**config.mk**
```make
export PLATFORM = sky130hd
export DESIGN_NAME = pad_adc_if
export DESIGN_NICKNAME = d
export VERILOG_FILES = /design/src/hw/pad_pkg.sv /design/src/hw/pad_sync.sv /design/src/hw/pad_delay.sv /design/src/hw/pad_adc_if.sv
export SDC_FILE = /design/constraint.sdc
export NUM_CORES = 1
export LEC_CHECK = 0
export BUFFER_PORTS_ARGS = -buffer_cell sky130_fd_sc_hd__buf_2
export CORE_MARGIN = 1.5
export CORE_UTILIZATION = 50
export CTS_CLUSTER_SIZE = 40
export DETAILED_ROUTE_END_ITERATION = 10
export HOLD_SLACK_MARGIN = 0.05
export PLACE_DENSITY = 0.72
export SLEW_MARGIN = 40
export SYNTH_ARGS = -nofsm -noshare
export SYNTH_HDL_FRONTEND = slang
export SYNTH_SLANG_ARGS = --single-unit
```
**constraint.sdc**
```tcl
create_clock -name ref_clk -period 2 [get_ports ref_clk]
set_input_delay 0.2 -clock ref_clk [delete_from_list [all_inputs] [get_ports ref_clk]]
set_output_delay 0.2 -clock ref_clk [all_outputs]
set_load 0.02 [all_outputs]
```
**src/hw/pad_pkg.sv**
```systemverilog
// Shared constants and types for the pipelined converter digital interface.
// Assumes one 40 MHz system clock and a plain strobe register port.
`default_nettype none

package pad_pkg;

	// Result word and core input widths
	localparam int PAD_DATA_W = 12;
	localparam int PAD_IN_W = 14;
	// Rising sample edges between taking a sample and its output edge
	localparam int PAD_LATENCY = 5;

	// Register port widths
	localparam int PAD_ADDR_W = 4;
	localparam int PAD_REG_W = 8;

	// Register offsets
	localparam logic [3:0] PAD_OFF_STATUS = 4'h0;
	localparam logic [3:0] PAD_OFF_MASK = 4'h4;
	localparam logic [3:0] PAD_OFF_MODE = 4'h8;

	// Event bit positions, shared by status and mask
	localparam int PAD_EV_OVER = 0;
	localparam int PAD_EV_MODE = 1;
	localparam int PAD_EV_STBY = 2;
	localparam int PAD_EV_W = 3;

	// Mode register field positions
	localparam int PAD_MF_MODE = 0;
	localparam int PAD_MF_REFINT = 2;
	localparam int PAD_MF_FRESH = 3;

	// Reset values
	localparam logic [PAD_EV_W-1:0] PAD_MASK_RST = 3'h0;
	localparam logic [PAD_EV_W-1:0] PAD_STATUS_RST = 3'h0;

	// Mode pin codes, high pin first
	localparam logic [1:0] PAD_PINS_GAIN_X1 = 2'h1;
	localparam logic [1:0] PAD_PINS_GAIN_HALF = 2'h2;

	// In-range limits of the scaled differential value
	localparam logic signed [PAD_IN_W-1:0] PAD_FS_POS = 14'sh07ff;
	localparam logic signed [PAD_IN_W-1:0] PAD_FS_NEG = 14'sh3800;

	// Operating modes
	typedef enum logic [1:0] {
		PAD_ST_STANDBY,
		PAD_ST_GAIN_X1,
		PAD_ST_GAIN_HALF
	} pad_mode_t;

endpackage

`default_nettype wire

```
**src/hw/pad_sync.sv**
```systemverilog
// Two-stage synchroniser for a group of unrelated level inputs.
// Assumes each bit is a slow level or a clock well below ref_clk.
`default_nettype none

module pad_sync #(
	parameter int W = 1
) (
	// Clock and reset
	input wire logic ref_clk,
	input wire logic rstn,
	// Asynchronous levels in, synchronised levels out
	input wire logic [W-1:0] async_in,
	output logic [W-1:0] sync_out
);

	logic [W-1:0] meta_reg; // First stage, read only by the second
	logic [W-1:0] sync_reg; // Second stage

	////////////////////////////////////////////////////////////////////////////////
	// Elaboration check
	if (W < 1) begin : g_chk
		$error("pad_sync width must be at least one");
	end

	////////////////////////////////////////////////////////////////////////////////
	// Two flip-flops in series
	always_ff @(posedge ref_clk or negedge rstn) begin
		if (!rstn) begin
			meta_reg <= '0;
			sync_reg <= '0;
		end else begin
			meta_reg <= async_in;
			sync_reg <= meta_reg;
		end
	end

	assign sync_out = sync_reg;

endmodule

`default_nettype wire

```
**src/hw/pad_delay.sv**
```systemverilog
// Shift-enabled delay line holding converted words between sample edges.
// Assumes shift_en is a one-cycle pulse on the same clock.
`default_nettype none

module pad_delay #(
	parameter int W = 13,
	parameter int DEPTH = 5
) (
	// Clock and reset
	input wire logic ref_clk,
	input wire logic rstn,
	// Shift control and data
	input wire logic shift_en,
	input wire logic [W-1:0] din,
	output logic [W-1:0] dout
);

	logic [W-1:0] pipe_reg [DEPTH]; // Stage storage, index 0 is the newest
	logic [W-1:0] pipe_next [DEPTH]; // Next stage values

	////////////////////////////////////////////////////////////////////////////////
	// Elaboration check
	if (DEPTH < 1 || W < 1) begin : g_chk
		$error("pad_delay needs at least one stage and one bit");
	end

	////////////////////////////////////////////////////////////////////////////////
	// Advance every stage on a shift
	always_comb begin
		for (int i = 0; i < DEPTH; i++) begin
			pipe_next[i] = pipe_reg[i];
		end
		if (shift_en) begin
			pipe_next[0] = din;
			for (int i = 1; i < DEPTH; i++) begin
				pipe_next[i] = pipe_reg[i-1];
			end
		end
	end

	// Register the stages
	always_ff @(posedge ref_clk or negedge rstn) begin
		if (!rstn) begin
			for (int i = 0; i < DEPTH; i++) begin
				pipe_reg[i] <= '0;
			end
		end else begin
			pipe_reg <= pipe_next;
		end
	end

	assign dout = pipe_reg[DEPTH-1];

endmodule

`default_nettype wire

```
**src/hw/pad_adc_if.sv**
```systemverilog
// Digital control and output side of a 12-bit pipelined sampling converter.
// Assumes the sample clock and mode pins are asynchronous to ref_clk,
// the sample clock stays below a third of ref_clk, and the core quantiser
// presents its differential value on ref_clk.
// Behaviour
// - Both mode pins low: standby, no conversion
// - Mode codes select gain one or half
// - Enable high tri-states the twelve data outputs
// - Data enable acts without the clock
// - Sample taken on every rising sample edge outside standby
// - Result follows five rising edges later
// - Outputs change only after a falling edge
// - Result is twelve parallel bits
// - Unsigned binary, zero at negative end
// - Over-range flag aligned with its result
// - Span doubles at gain half, scales reference
//
// Implementation choices: the address-and-strobe port and the register addresses.
`default_nettype none

module pad_adc_if
	import pad_pkg::*;
#(
	parameter int LATENCY = PAD_LATENCY
) (
	// Clock and reset
	input wire logic ref_clk,
	input wire logic rstn,
	// Converter pins from the far side
	input wire logic sample_clk,
	input wire logic mode_select_low,
	input wire logic mode_select_high,
	input wire logic ref_source_select,
	input wire logic out_en_n,
	// Quantised differential value from the core
	input wire logic signed [PAD_IN_W-1:0] diff_in,
	// Result pins
	output logic [PAD_DATA_W-1:0] data_out,
	output logic [PAD_DATA_W-1:0] data_oe,
	output logic over_range_flag,
	// Front-end control
	output logic standby,
	output logic ref_internal_en,
	// Register port
	input wire logic [PAD_ADDR_W-1:0] reg_addr,
	input wire logic [PAD_REG_W-1:0] reg_wdata,
	input wire logic reg_wr,
	input wire logic reg_rd,
	output logic [PAD_REG_W-1:0] reg_rdata,
	// Interrupt
	output logic irq
);

	localparam int CNT_W = $clog2(LATENCY + 1); // Fill counter width
	localparam int WORD_W = PAD_DATA_W + 1; // Over flag plus code

	////////////////////////////////////////////////////////////////////////////////
	// Elaboration check
	if (LATENCY < 1 || LATENCY > 15) begin : g_chk
		$error("pad_adc_if latency must lie between 1 and 15");
	end

	////////////////////////////////////////////////////////////////////////////////
	// Pin synchronisers
	logic [3:0] pins_sync; // Sample clock, mode high, mode low, reference select
	logic sclk_s; // Synchronised sample clock
	logic mode_hi_s; // Synchronised mode high pin
	logic mode_lo_s; // Synchronised mode low pin
	logic ref_sel_s; // Synchronised reference select

	pad_sync #(
		.W(4)
	) u_pin_sync (
		.ref_clk(ref_clk),
		.rstn(rstn),
		.async_in({sample_clk, mode_select_high, mode_select_low, ref_source_select}),
		.sync_out(pins_sync)
	);

	assign sclk_s = pins_sync[3];
	assign mode_hi_s = pins_sync[2];
	assign mode_lo_s = pins_sync[1];
	assign ref_sel_s = pins_sync[0];

	////////////////////////////////////////////////////////////////////////////////
	// Sample clock edges and mode
	logic sclk_prev_reg; // Last synchronised sample clock level
	pad_mode_t mode_reg; // Current operating mode
	pad_mode_t mode_next;
	logic ref_int_reg; // Internal reference buffer enabled
	logic ref_int_next;
	logic rise_pulse; // Rising sample edge seen
	logic fall_pulse; // Falling sample edge seen
	logic active; // Converting, not in standby
	logic shift_en; // Take one sample

	assign rise_pulse = sclk_s & ~sclk_prev_reg;
	assign fall_pulse = ~sclk_s & sclk_prev_reg;
	assign active = (mode_reg != PAD_ST_STANDBY);
	assign shift_en = rise_pulse & active;

	// Decode mode pins; the unused code falls to standby
	always_comb begin
		ref_int_next = ~ref_sel_s;
		case ({mode_hi_s, mode_lo_s})
			PAD_PINS_GAIN_X1: begin
				mode_next = PAD_ST_GAIN_X1;
			end
			PAD_PINS_GAIN_HALF: begin
				mode_next = PAD_ST_GAIN_HALF;
			end
			default: begin
				mode_next = PAD_ST_STANDBY;
			end
		endcase
	end

	// Register mode and edge history
	always_ff @(posedge ref_clk or negedge rstn) begin
		if (!rstn) begin
			sclk_prev_reg <= 1'b0;
			mode_reg <= PAD_ST_STANDBY;
			ref_int_reg <= 1'b1;
		end else begin
			sclk_prev_reg <= sclk_s;
			mode_reg <= mode_next;
			ref_int_reg <= ref_int_next;
		end
	end

	assign standby = (mode_reg == PAD_ST_STANDBY);
	assign ref_internal_en = ref_int_reg;

	////////////////////////////////////////////////////////////////////////////////
	// Conversion to unsigned code
	logic signed [PAD_IN_W-1:0] scaled; // Value after sample-and-hold gain
	logic signed [PAD_IN_W-1:0] biased; // Value shifted to offset binary
	logic conv_over; // Value beyond the reference span
	logic [PAD_DATA_W-1:0] conv_code; // Clamped unsigned code

	always_comb begin
		// Gain half doubles the accepted span
		if (mode_reg == PAD_ST_GAIN_HALF) begin
			scaled = diff_in >>> 1;
		end else begin
			scaled = diff_in;
		end
		biased = scaled - PAD_FS_NEG;
		conv_over = (scaled > PAD_FS_POS) || (scaled < PAD_FS_NEG);
		// Clamp to the end codes when out of span
		if (!conv_over) begin
			conv_code = biased[PAD_DATA_W-1:0];
		end else if (scaled > PAD_FS_POS) begin
			conv_code = '1;
		end else begin
			conv_code = '0;
		end
	end

	////////////////////////////////////////////////////////////////////////////////
	// Pipeline and output registers
	logic [WORD_W-1:0] tail; // Oldest word in the pipeline
	logic [WORD_W-1:0] ready_reg; // Word due at the next falling edge
	logic [WORD_W-1:0] ready_next;
	logic [WORD_W-1:0] out_reg; // Word on the pins
	logic [WORD_W-1:0] out_next;
	logic [CNT_W-1:0] fill_reg; // Samples taken under the current mode
	logic [CNT_W-1:0] fill_next;
	logic mode_change; // Decoded pin mode differs from the registered mode

	pad_delay #(
		.W(WORD_W),
		.DEPTH(LATENCY)
	) u_pipe (
		.ref_clk(ref_clk),
		.rstn(rstn),
		.shift_en(shift_en),
		.din({conv_over, conv_code}),
		.dout(tail)
	);

	assign mode_change = (mode_next != mode_reg);

	// Move words along; publish only on falling edges
	always_comb begin
		ready_next = ready_reg;
		out_next = out_reg;
		fill_next = fill_reg;
		if (shift_en) begin
			ready_next = tail;
		end
		if (fall_pulse) begin
			out_next = ready_reg;
		end
		// Count samples so software sees when old ones have drained
		if (mode_change) begin
			fill_next = '0;
		end else if (shift_en && fill_reg < CNT_W'(LATENCY)) begin
			fill_next = fill_reg + CNT_W'(1);
		end
	end

	// Register pipeline outputs
	always_ff @(posedge ref_clk or negedge rstn) begin
		if (!rstn) begin
			ready_reg <= '0;
			out_reg <= '0;
			fill_reg <= '0;
		end else begin
			ready_reg <= ready_next;
			out_reg <= out_next;
			fill_reg <= fill_next;
		end
	end

	// Output buffers switch with the enable pin, not the clock
	assign data_out = out_reg[PAD_DATA_W-1:0];
	assign data_oe = {PAD_DATA_W{~out_en_n}};
	assign over_range_flag = out_reg[PAD_DATA_W];

	////////////////////////////////////////////////////////////////////////////////
	// Registers and interrupt
	logic [PAD_EV_W-1:0] status_reg; // Sticky events
	logic [PAD_EV_W-1:0] status_next;
	logic [PAD_EV_W-1:0] mask_reg; // Interrupt enables
	logic [PAD_EV_W-1:0] mask_next;
	logic [PAD_REG_W-1:0] rdata_reg; // Read answer, one cycle only
	logic [PAD_REG_W-1:0] rdata_next;
	logic [PAD_EV_W-1:0] events; // Events of this cycle
	logic [PAD_REG_W-1:0] mode_word; // Mode register contents

	always_comb begin
		events = '0;
		events[PAD_EV_OVER] = fall_pulse & ready_reg[PAD_DATA_W];
		events[PAD_EV_MODE] = mode_change;
		events[PAD_EV_STBY] = mode_change & (mode_next == PAD_ST_STANDBY);
		mode_word = '0;
		mode_word[PAD_MF_MODE +: 2] = mode_reg;
		mode_word[PAD_MF_REFINT] = ref_int_reg;
		mode_word[PAD_MF_FRESH] = (fill_reg == CNT_W'(LATENCY));
		status_next = status_reg;
		mask_next = mask_reg;
		rdata_next = '0;
		// Address decode for reads; a status read clears, new events win
		if (reg_rd) begin
			if (reg_addr == PAD_OFF_STATUS) begin
				rdata_next = PAD_REG_W'(status_reg);
				status_next = '0;
			end else if (reg_addr == PAD_OFF_MASK) begin
				rdata_next = PAD_REG_W'(mask_reg);
			end else if (reg_addr == PAD_OFF_MODE) begin
				rdata_next = mode_word;
			end else begin
				rdata_next = '0;
			end
		end
		// Only the mask is writable
		if (reg_wr && reg_addr == PAD_OFF_MASK) begin
			mask_next = reg_wdata[PAD_EV_W-1:0];
		end
		status_next = status_next | events;
	end

	// Register the software-visible state
	always_ff @(posedge ref_clk or negedge rstn) begin
		if (!rstn) begin
			status_reg <= PAD_STATUS_RST;
			mask_reg <= PAD_MASK_RST;
			rdata_reg <= '0;
		end else begin
			status_reg <= status_next;
			mask_reg <= mask_next;
			rdata_reg <= rdata_next;
		end
	end

	assign reg_rdata = rdata_reg;
	assign irq = |(status_reg & mask_reg);
endmodule

`default_nettype wire

```
Yosys cells after proc, flatten, opt, wreduce, memory -nomap -nowiden
Index checks and enable logic that the tools add are counted.

storage, ports and cells
  bits in registers = 120

cells by class
  reduce and logical (&&, ||, !) cells = 9
  $add $sub $neg = 2
  order comparisons = 3
  equality and inequality tests = 7
  multiplexer cells = 12
  bitwise operators = 11

operators by type and width
  operator                                                         count
  2-to-1 mux 12 bit                                                2
  2-to-1 mux 4 bit                                                 4
  greater-than comparator 14 x 12 -> 1 bit, second input constant  1
  less-than comparator 14 x 12 -> 1 bit, second input constant     1
  2-to-1 mux 13 bit                                                1
  2-to-1 mux 3 bit                                                 4
  subtractor 12 bit, second input constant                         1
  bitwise AND 1 bit                                                5
  equality test 2 bit, second input constant                       2
  equality test 4 x 3 -> 1 bit, second input constant              1
  equality test 4 bit, second input constant                       1
  zero test 2 bit                                                  2
  zero test 4 bit                                                  1
  NOT 1 bit                                                        4
  one-hot mux 2 bit (2 select lines)                               1
  nonzero test 2 bit                                               2
  adder 3 x 1 -> 3 bit, second input constant                      1
  bitwise AND 3 bit                                                1
  equality test 3 bit, second input constant                       1
  less-than comparator 3 bit, second input constant                1
  OR 3 bit                                                         1
  OR reduction 3 bit                                               1
  equality test 2 x 1 -> 1 bit, second input constant              1
  logical AND 1 bit                                                2
  2 further kinds                                                  2

Logic depth before layout (Yosys ltp)
Gate-level depths: netlist (run 1).

  depth in word-level cells = 6
  depth in mapped cells = 7

Modules after synthesis
From an unflattened synthesis (run 1), not the netlist that was laid out.

second synthesis, totals
  cells, all modules = 383
  area, all modules = 5343.9 µm²

modules (own cells, without submodules)
  module      seq. area each (µm²)  instances  area an instance (µm²)  cells each
  pad_delay   1626.6                1          2716.4                  150
  pad_adc_if  1077.3                1          2427.3                  225
  pad_sync    200.2                 1          200.2                   8

Worst setup path before layout (run 1)
No wires, ideal clock.

  kind = flip-flop to flip-flop
  from = register mode_reg[0]
  to = register fill_reg[1]
  arrival = 1.340 ns
  setup time = 0.126 ns
  data required time = 1.874 ns
  period minus slack after synthesis = 1.466 ns
  path slack = 0.534 ns
  stages on the path, launching flop included = 7
  cell sequence = dfrtp_1 -> nor2_2 -> or3b_1 -> buf_2 -> buf_4 -> o21ai_0 -> a21oi_1

on the way
  word-level cells in the longest chain between the ends = 4

ends and longest elaborated chain
  element                              RTL line           text
  from (decl)                          pad_adc_if.sv:88   pad_mode_t mode_reg;
  from (signal assigned)               pad_adc_if.sv:126  mode_reg <= mode_next;
  nonzero test 2 bit                   pad_adc_if.sv:99   assign active = (mode_reg != PAD_ST_STANDBY);
  bitwise AND 1 bit                    pad_adc_if.sv:100  assign shift_en = rise_pulse & active;
  logical AND 1 bit                    pad_adc_if.sv:198  end else if (shift_en && fill_reg < CNT_W'(LATENCY)) begin
  nonzero test 2 bit (no source line)  --
  to (signal assigned)                 pad_adc_if.sv:212  fill_reg <= fill_next;
  to (decl)                            pad_adc_if.sv:167  logic [CNT_W-1:0] fill_reg;

Several ways; a longest one is shown, not always the timed one.
A chain may end at the register's enable or synchronous reset.

Worst setup path after layout (run 1)
  from = input reg_rd
  to = register rdata_reg[2], in the netlist reg_rdata[2]

on the way
  word-level cells in the longest chain between the ends = 1

ends and longest elaborated chain
  element                  RTL line           text
  from (decl)              pad_adc_if.sv:48   input wire logic reg_rd,
  2-to-1 mux 4 bit         pad_adc_if.sv:245  if (reg_rd) begin
  named net rdata_next[2]  pad_adc_if.sv:228  logic [PAD_REG_W-1:0] rdata_next;
  to (signal assigned)     pad_adc_if.sv:273  rdata_reg <= rdata_next;
  to (decl)                pad_adc_if.sv:227  logic [PAD_REG_W-1:0] rdata_reg;

The timed path passes the listed nets, and every way through them passes these cells.

==> results.yml, run 1 <==
clock_tree:
  clk_pin_slew_ns: 0.06
  cts_tree: "done"
  cts_buffer_depth: 2
  insertion_delay_ns: 0.51
  cts_buffers: 17
  htreeDepth: 4
  cts-root-buf: "clkbuf_8"
  clkSinkCount: 116
detailed_routing:
  wirelength_um: 8250
  routedWlPerCell_um: 12.1
  ant_nets: 0
  route.vias.total: 3389
  dr.pass1.iters: 5
  vias_per_cell: 4.98
  drc: 0
  drt_iter0_markers: 145
outcome:
  outcome: "completed"
logic_synthesis:
  netlist_area_mm2: 0.00467
  synth.most_common_cell: "nand2_1"
  async_flop_share: 1.00
  synth.distinct_cells: 33
  synth_edf_count: 0
  netlist_instances: 483
  synth-seq-cells: 116
  ys_seq_area_frac: 0.621
  synthFlopType: "dfrtp_1"
  avgSynthCellArea_um2: 9.68
  synthTopCellsByArea: "dfrtp_1 (62%), nand2_1 (18%), mux2_2 (3.1%)"
  yosys.area.top_type: "dfrtp_1"
  synth_commonest_cells: "nand2_1 (226), dfrtp_1 (115), a21oi_1 (17)"
  yosys.area.top_type_share: 0.616
  yosysWarnings: 0
floorplan:
  core-area_mm2: 0.00915
  ioPinCount: 71
  dieArea_mm2: 0.00994
  die_h_um: 99.7
  initial_core_util: 0.511
  num_rows: 35
  die_w_um: 99.7
worst_setup_path:
  start_kind: "input pin"
  worst_setup_path_end_kind: "flip-flop"
  path_cells: "dlygate4sd3_1, buf_2, nand2_1, dlygate4sd3_1, nor2_1, dlygate4sd3_1"
  path_delay_family: "buffers and inverters"
  cp_slowest_stage_delay_ns: 0.62
  cp_max_fo: 4
  worstPathArrival_ns: 2.15
  crit_required_ns: 2.39
  critical_path_class: "input pin to flip-flop"
  r2r_slack_ns: 0.31
  cpMostUsedCell: "dlygate4sd3_1"
  cp_slowest_cell: "dlygate4sd3_1"
  worst-path-buf-inv: 4
timing:
  tightestPinTransition_ns: 0.503
  finalClockSkew_ns: 0.00881
  finalSetupViolCount: 0
  setup_tns_ns: 0
  relSlewSlack: 0.665
  whs_ns: 0.0917
  hold_viol_final: 0
  fmax_mhz: 568
  min_period_ns: 1.76
  period_share: 0.881
  slew_violations: 0
  rsz0062_at_grt: "false"
job:
  maxCapViolCount: 0
global_route:
  grt_antenna_before_repair: 0
  grt_pass1_vias: 3307
  grt_max_degree: 39
  grt.overflow.total: 0
  grt_pass1_wl_um: 14600
  grt_usage: 0.187
placement:
  place_congestion: 0.849
  dp_cells: 633
  port_buffers: 61
  place_hpwl_um: 5210
cells_and_area:
  syn_to_final_growth_pct: 24.9
  stdcell_count: 681
  fillers: 769
  seq_area_mm2: 0.00290
  antenna_cells: 0
  multi_input_area_mm2: 0.00154
  final_nets: 596
  drive_gt1_frac: 0.216
  largest_reg_flops: 52
power:
  powerDensity_mw_per_mm2: 1250
  leakagePower_nw: 3.07
  max-vdd-ir-drop_v: 0.000636
worst_hold_path:
  hp-class: "input pin to flip-flop"
[power by group]
group	internal [W]	switching (W)
Sequential	0.00291	0.000290
Combinational	0.000440	0.000586
Clock	0.00203	0.00107
[final timing paths]
check / from / to / depth (start not counted)
min in group asynchronous: rstn / out_reg[12] / 2
max reg2reg: mode_reg[0] / fill_reg[0] / 5
max in group asynchronous: rstn / ready_reg[10] / 3
min: diff_in[6] / u_pipe.pipe_reg[57] / 4
max: reg_rd / reg_rdata[2] / 6
min reg2reg: u_pin_sync.meta_reg[0] / u_pin_sync.sync_out[0] / 0
[placed cells by master, fill, tap and decap left out, types with 2 or more instances in the layout]
cell             n
a21oi_1         17
a31oi_1          2
and2b_1          2
buf_12           3
buf_2           60
buf_4           10
bufinv_16        4
clkbuf_16       16
clkinv_2         2
clkinv_4         6
clkinvlp_4       2
conb_1           4
dfrtp_1        115
dlygate4sd3_1   16
ha_1             4
inv_1           12
mux2_2          13
nand2_1        226
nand2b_1         2
nor2_1           8
nor2b_1          3
o21ai_0         10
o22a_1          10
o22ai_1          4
xnor2_1          2
[cell type report]
type,count,area share
multi-input cells,321,0.263
inverters,12,0.00771
well taps,111,0.0238
flip-flops and latches,116,0.497
clock buffers,17,0.0709
clock inverters,15,0.0353
repair buffers,89,0.102
[worst register-to-register path: cells and delay by family (launching register included)]
kind / cells / cell delay, ns
and+or+nand+nor: 2 / 0.56
DFF: 1 / 0.45
buffers and inverters: 1 / 0.26
AOI/OAI and AO/OA: 2 / 0.30
[per-layer routing]
layer / track usage / wire [um]
met1: 0.240 / 3860
met2: 0.300 / 3970
met3: 0.0520 / 313
met4: 0.0737 / 104
met5: 0 / 0
[stage by stage]
stage / utilization / power (W) / area, um^2 / setup WS (ns)
final: 0.638 / 0.00732 / 5840 / 0.239
after global routing: 0.638 / 0.00771 / 5840 / 0.183
after CTS: 0.638 / 0.00740 / 5840 / 0.288
after detailed placement: 0.553 / 0.00424 / 5060 / 0.335
after global placement: 0.553 / 0.00419 / 5060 / 0.398
after floorplan: - / 0.00389 / 4690 / 0.534
[logic make-up after synthesis]
logic type / count (synthesis) / share of synthesized area
buffers and inverters: 49 / 0.0535
and+or+nand+nor: 249 / 0.211
adders and majority gates: 4 / 0.0107
other: 1 / 0.000802
xor gates and xnor gates: 2 / 0.00375
muxes: 13 / 0.0313
DFF: 116 / 0.621
AOI/OAI and AO/OA: 49 / 0.0677
[what timing repair did]
item,in CTS,in global routing
hold endpoints to repair,46,0
buffers inserted,0,0
hold buffers,16,0
gates resized for setup,0,0
Power figures use the tool's default switching activity.
==> run 2, diff against run 1 <==
BUFFER_PORTS_ARGS = unset   (was -buffer_cell sky130_fd_sc_hd__buf_2)
CTS_CLUSTER_SIZE = 12   (was 40)
DONT_BUFFER_PORTS = 1   (was unset)
PLACE_DENSITY = unset   (was 0.72)
==> results.yml, run 2 (synthesis gave the netlist of run 1 again) <==
outcome:
  outcome: "finished, violations left"
  violations: "hold timing"
clock_tree:
  cts_tree: "done"
  clkSinkCount: 116
  cts-root-buf: "clkbuf_8"
  post_cts_buffers: 0
  htreeDepth: 4
  cts_buffers: 17
  cts_buffer_depth: 2
  clk_pin_slew_ns: 0.06
  cts_hold_buf: 32
  insertion_delay_ns: 0.51
timing:
  period_share: 0.935
  finalClockSkew_ns: 0.00891
  hold_viol_final: 116
  whs_ns: -0.617
  relSlewSlack: 0.568
  slew_violations: 0
  finalSetupViolCount: 0
  rsz0062_at_grt: "false"
  tightestPinTransition_ns: 0.653
  setup_tns_ns: 0
  min_period_ns: 1.87
  fmax_mhz: 535
floorplan:
  ioPinCount: 71
  core-area_mm2: 0.00915
  die_w_um: 99.7
  dieArea_mm2: 0.00994
  initial_core_util: 0.511
  die_h_um: 99.7
  num_rows: 35
worst_setup_path:
  regToRegEndpoint: "u_pipe.pipe_reg[52]"
  start_kind: "flip-flop"
  r2r_slack_ns: 0.13
  cp_max_fo: 12
  crit_required_ns: 2.39
  reg2regPathDepth: 6
  r2r_start: "mode_reg[0]"
  critical_path_class: "flip-flop to flip-flop"
  worst_setup_path_end_kind: "flip-flop"
  worstPathArrival_ns: 2.26
global_route:
  grt_pass1_vias: 3206
  grt_usage: 0.185
  grt_antenna_before_repair: 0
  grt_pass1_wl_um: 14700
  grt_max_degree: 117
  grt.overflow.total: 0
cells_and_area:
  syn_to_final_growth_pct: 20.4
  final_common_cell: "nand2_1"
  drive_gt1_frac: 0.120
  final_util: 0.615
  antenna_cells: 0
  final_cell_mix: "nand2_1 (226), dfrtp_1 (115), dlygate4sd3_1 (32)"
  largest_reg_flops: 52
  final_nets: 551
  fillers: 786
power:
  leakagePower_nw: 2.85
  powerDensity_mw_per_mm2: 1250
  max-vdd-ir-drop_v: 0.000552
placement:
  place_hpwl_um: 4640
  port_buffers: 0
  place_congestion: 0.887
detailed_routing:
  routedWlPerCell_um: 12.6
  route.vias.total: 3127
  vias_per_cell: 4.92
  drt_iter0_markers: 129
  wirelength_um: 8030
  drc: 0
  dr.pass1.iters: 4
  ant_nets: 0
worst_hold_path:
  hp-class: "input pin to asynchronous set/reset pin"
job:
  maxCapViolCount: 0
-- run 2: changes by cell type in the layout (fill, tap and decap cells not counted), moves of 2 or more --
cell / previous run / this run
buf_2: 60 / 0
dlygate4sd3_1: 16 / 32
clkinv_4: 6 / 1
buf_12: 3 / 0
buf_4: 10 / 12
clkinv_2: 2 / 4
clkinvlp_4: 2 / 4
-- run 2: through the flow --
| stage | power, W | instance area [um^2] | hold slack (ns) | cells | setup slack [ns] |
|---|---|---|---|---|---|
| after detailed placement | 0.00405 | 4710 | -0.0923 | 572 | 0.323 |
| after floorplan | 0.00389 | 4690 | -0.0956 | 486 | 0.534 |
| after CTS | 0.00711 | 5620 | -0.636 | 636 | 0.144 |
| final | 0.00704 | 5630 | -0.617 | 636 | 0.130 |
| after global routing | 0.00743 | 5630 | -0.647 | 636 | 0.00339 |
| after global placement | 0.00402 | 4710 | -0.0927 | 572 | 0.330 |
-- run 2: layer usage --
metal	routed length [um]	vias to the layer above	global-route usage
li1	-	1585	-
met1	4000	1459	0.249
met2	3630	72	0.283
met3	316	11	0.0555
met4	86	0	0.0758
met5	0	-	0
-- run 2: repair_timing --
action,4_1_cts,5_1_grt
setup endpoints to repair,0,2
endpoints found under the hold margin,143,116
resized for setup,0,1
-- run 2: worst max path at each step --
| stage | from | to | cells after the start |
|---|---|---|---|
| 6_report | mode_reg[0] | u_pipe.pipe_reg[52] | 6 |
| 4_1_cts | mode_reg[1] | u_pipe.pipe_reg[52] | 6 |
| 5_1_grt | mode_reg[1] | u_pipe.pipe_reg[54] | 6 |
| 3_5_place_dp | mode_reg[1] | u_pipe.dout[10] | 5 |
| 3_3_place_gp | mode_reg[0] | u_pipe.pipe_reg[16] | 5 |
| 2_1_floorplan | mode_reg[0] | fill_reg[1] | 6 |
-- run 2: report_power, final --
group	total (W)	switching, W	leakage, nW	internal (W)
clock network	0.00296	0.00104	0.280	0.00192
logic	0.000750	0.000384	1.11	0.000366
registers	0.00333	0.000414	1.46	0.00291
-- run 2: critical path, stage by stage, from the launching register on --
cell,delay [ns]
dfrtp_1,0.45
or2b_1,0.27
buf_4,0.18
nand2_1,0.08
a21oi_1,0.07
dlygate4sd3_1,0.55
o22a_1,0.15
-- run 2: area by class of cell --
class                   instances  area (um^2)  area share
clock inverters                13          158      0.0280
clock buffers                  19          432      0.0767
inverters                      12         45.0     0.00801
well taps                     111          139      0.0247
multi-input cells             321         1540       0.274
flip-flops and latches        116         2900       0.516
repair buffers                 44          410      0.0729
==> run 3, diff against run 2 <==
CAP_MARGIN = 20   (was unset)
CORE_MARGIN = 5   (was 1.5)
REMOVE_ABC_BUFFERS = 1   (was unset)
==> results.yml, run 3 (synthesis gave the netlist of run 1 again) <==
placement:
  port_buffers: 0
  place_congestion: 0.761
  placed_area_mm2: 0.00474
  place_hpwl_um: 4840
floorplan:
  die_w_um: 107
  die_h_um: 107
  core-area_mm2: 0.00920
  ioPinCount: 71
  initial_core_util: 0.508
  num_rows: 35
  dieArea_mm2: 0.0114
global_route:
  grt.busiest_layer: "met2"
  grt.overflow.total: 0
  grt_max_degree: 117
  met1_usage: 0.209
  grt_usage: 0.164
  use_met2: 0.264
  grt_antenna_before_repair: 0
  grtUsageMet3: 0.0584
  grt_pass1_vias: 3154
  grt_pass1_wl_um: 14800
worst_setup_path:
  start_kind: "input pin"
  reg2regPathDepth: 6
  cp_max_fo: 3
  worst_setup_path_end_kind: "flip-flop"
  critical_path_class: "input pin to flip-flop"
  worstPathArrival_ns: 2.30
  crit_required_ns: 2.40
clock_tree:
  cts_buffer_depth: 2
  clk_pin_slew_ns: 0.06
  cts_buffers: 17
  insertion_delay_ns: 0.51
  htreeDepth: 4
  clkSinkCount: 116
  cts_tree: "done"
  cts-root-buf: "clkbuf_8"
  cts_hold_buf: 36
power:
  powerDensity_mw_per_mm2: 1240
  clockPowerShare: 0.424
  p_int_w: 0.00519
  seqPwrFrac: 0.468
  comb_power_share: 0.109
  leakagePower_nw: 2.87
  sw_frac_of_total: 0.266
  p_switching_w: 0.00188
  max-vdd-ir-drop_v: 0.000609
detailed_routing:
  vias_per_cell: 5.00
  dr.pass1.iters: 4
  ant_nets: 0
  wirelength_um: 8550
  drc: 0
  routedWlPerCell_um: 13.4
  route.vias.total: 3190
  drt_iter0_markers: 163
outcome:
  violations: "hold timing"
  outcome: "finished, violations left"
cells_and_area:
  final_common_cell: "nand2_1"
  largest_reg_flops: 52
  final_nets: 553
  antenna_cells: 0
  final_cell_mix: "nand2_1 (226), dfrtp_1 (112), dlygate4sd3_1 (35)"
  drive_gt1_frac: 0.125
  syn_to_final_growth_pct: 21.8
  final_area_mm2: 0.00569
worst_hold_path:
  hp-class: "input pin to asynchronous set/reset pin"
timing:
  finalClockSkew_ns: 0.00754
  min_period_ns: 1.90
  slew_violations: 0
  period_share: 0.951
  hold_viol_final: 116
  fmax_mhz: 526
  whs_ns: -0.613
  rsz0062_at_grt: "false"
  finalSetupViolCount: 0
  setup_tns_ns: 0
job:
  maxCapViolCount: 0
-- run 3: changes by cell type in the layout (fill, tap and decap cells not counted), sizes merged --
| cell | previous run | this run |
|---|---|---|
| buf | 12 | 11 |
| clkbuf | 19 | 17 |
| dlygate4sd3 | 32 | 35 |
| inv | 13 | 15 |
-- run 3: area by class of cell --
type,instances,area [um^2]
Multi-Input combinational cell,321,1540
Fill cell,743,3500
Timing Repair Buffer,46,470
Tap cell,111,139
Clock buffer,17,414
Sequential cell,116,2910
Inverter,12,45.0
Clock inverter,15,179
-- run 3: through the flow --
step / hold WS [ns] / power [W] / utilization / std cells / setup WS (ns)
after global routing: -0.647 / 0.00747 / 0.619 / 638 / 0.0101
after detailed placement: -0.0912 / 0.00405 / 0.515 / 570 / 0.309
after global placement: -0.0914 / 0.00401 / 0.515 / 570 / 0.319
after CTS: -0.638 / 0.00715 / 0.619 / 638 / 0.0306
final: -0.613 / 0.00707 / 0.619 / 638 / 0.0975
after floorplan: -0.0956 / 0.00386 / - / 449 / -4.40
-- run 3: timing repair --
item | in CTS | in global routing
endpoints found under the hold margin | 143 | 116
setup endpoints to repair | 0 | 4
buffers inserted | 0 | 1
gates resized for setup | 0 | 5
-- run 3: path summary, 6_finish.rpt --
path / slack [ns] / startpoint / to
worst max-delay path: 0.1 / reg_addr[0] / reg_rdata[0]
worst min-delay path: -0.61 / rstn / ready_reg[9]
worst max register to register: 0.11 / mode_reg[0] / u_pipe.pipe_reg[62]
worst min register to register: 0.35 / u_pin_sync.meta_reg[3] / u_pin_sync.sync_out[3]
max in group asynchronous: 2.36 / rstn / ref_internal_en
min in group ref_clk: 0.08 / diff_in[12] / u_pipe.pipe_reg[64]
-- run 3: metal layers --
metal / vias up / share of wire
met5: - / 0
met4: 0 / 0.011
met3: 15 / 0.045
met2: 61 / 0.49
met1: 1530 / 0.45
li1: 1584 / -
-- run 3: power by group through the flow --
stage	registers, W	clock network, W	logic, W
finish	0.00331	0.00299	0.000768
global route	0.00338	0.00320	0.000894
CTS	0.00331	0.00306	0.000778
detailed placement	0.00335	0	0.000702
global placement	0.00334	0	0.000675
floorplan	0.00327	0	0.000584
-- run 3: worst max-delay path: stages --
cell and delay [ns]:
dlygate4sd3_1 0.55, nor2_2 0.13, dlygate4sd3_1 0.60, nand2_1 0.09
o21ai_0 0.13, dlygate4sd3_1 0.56, nor2_1 0.04
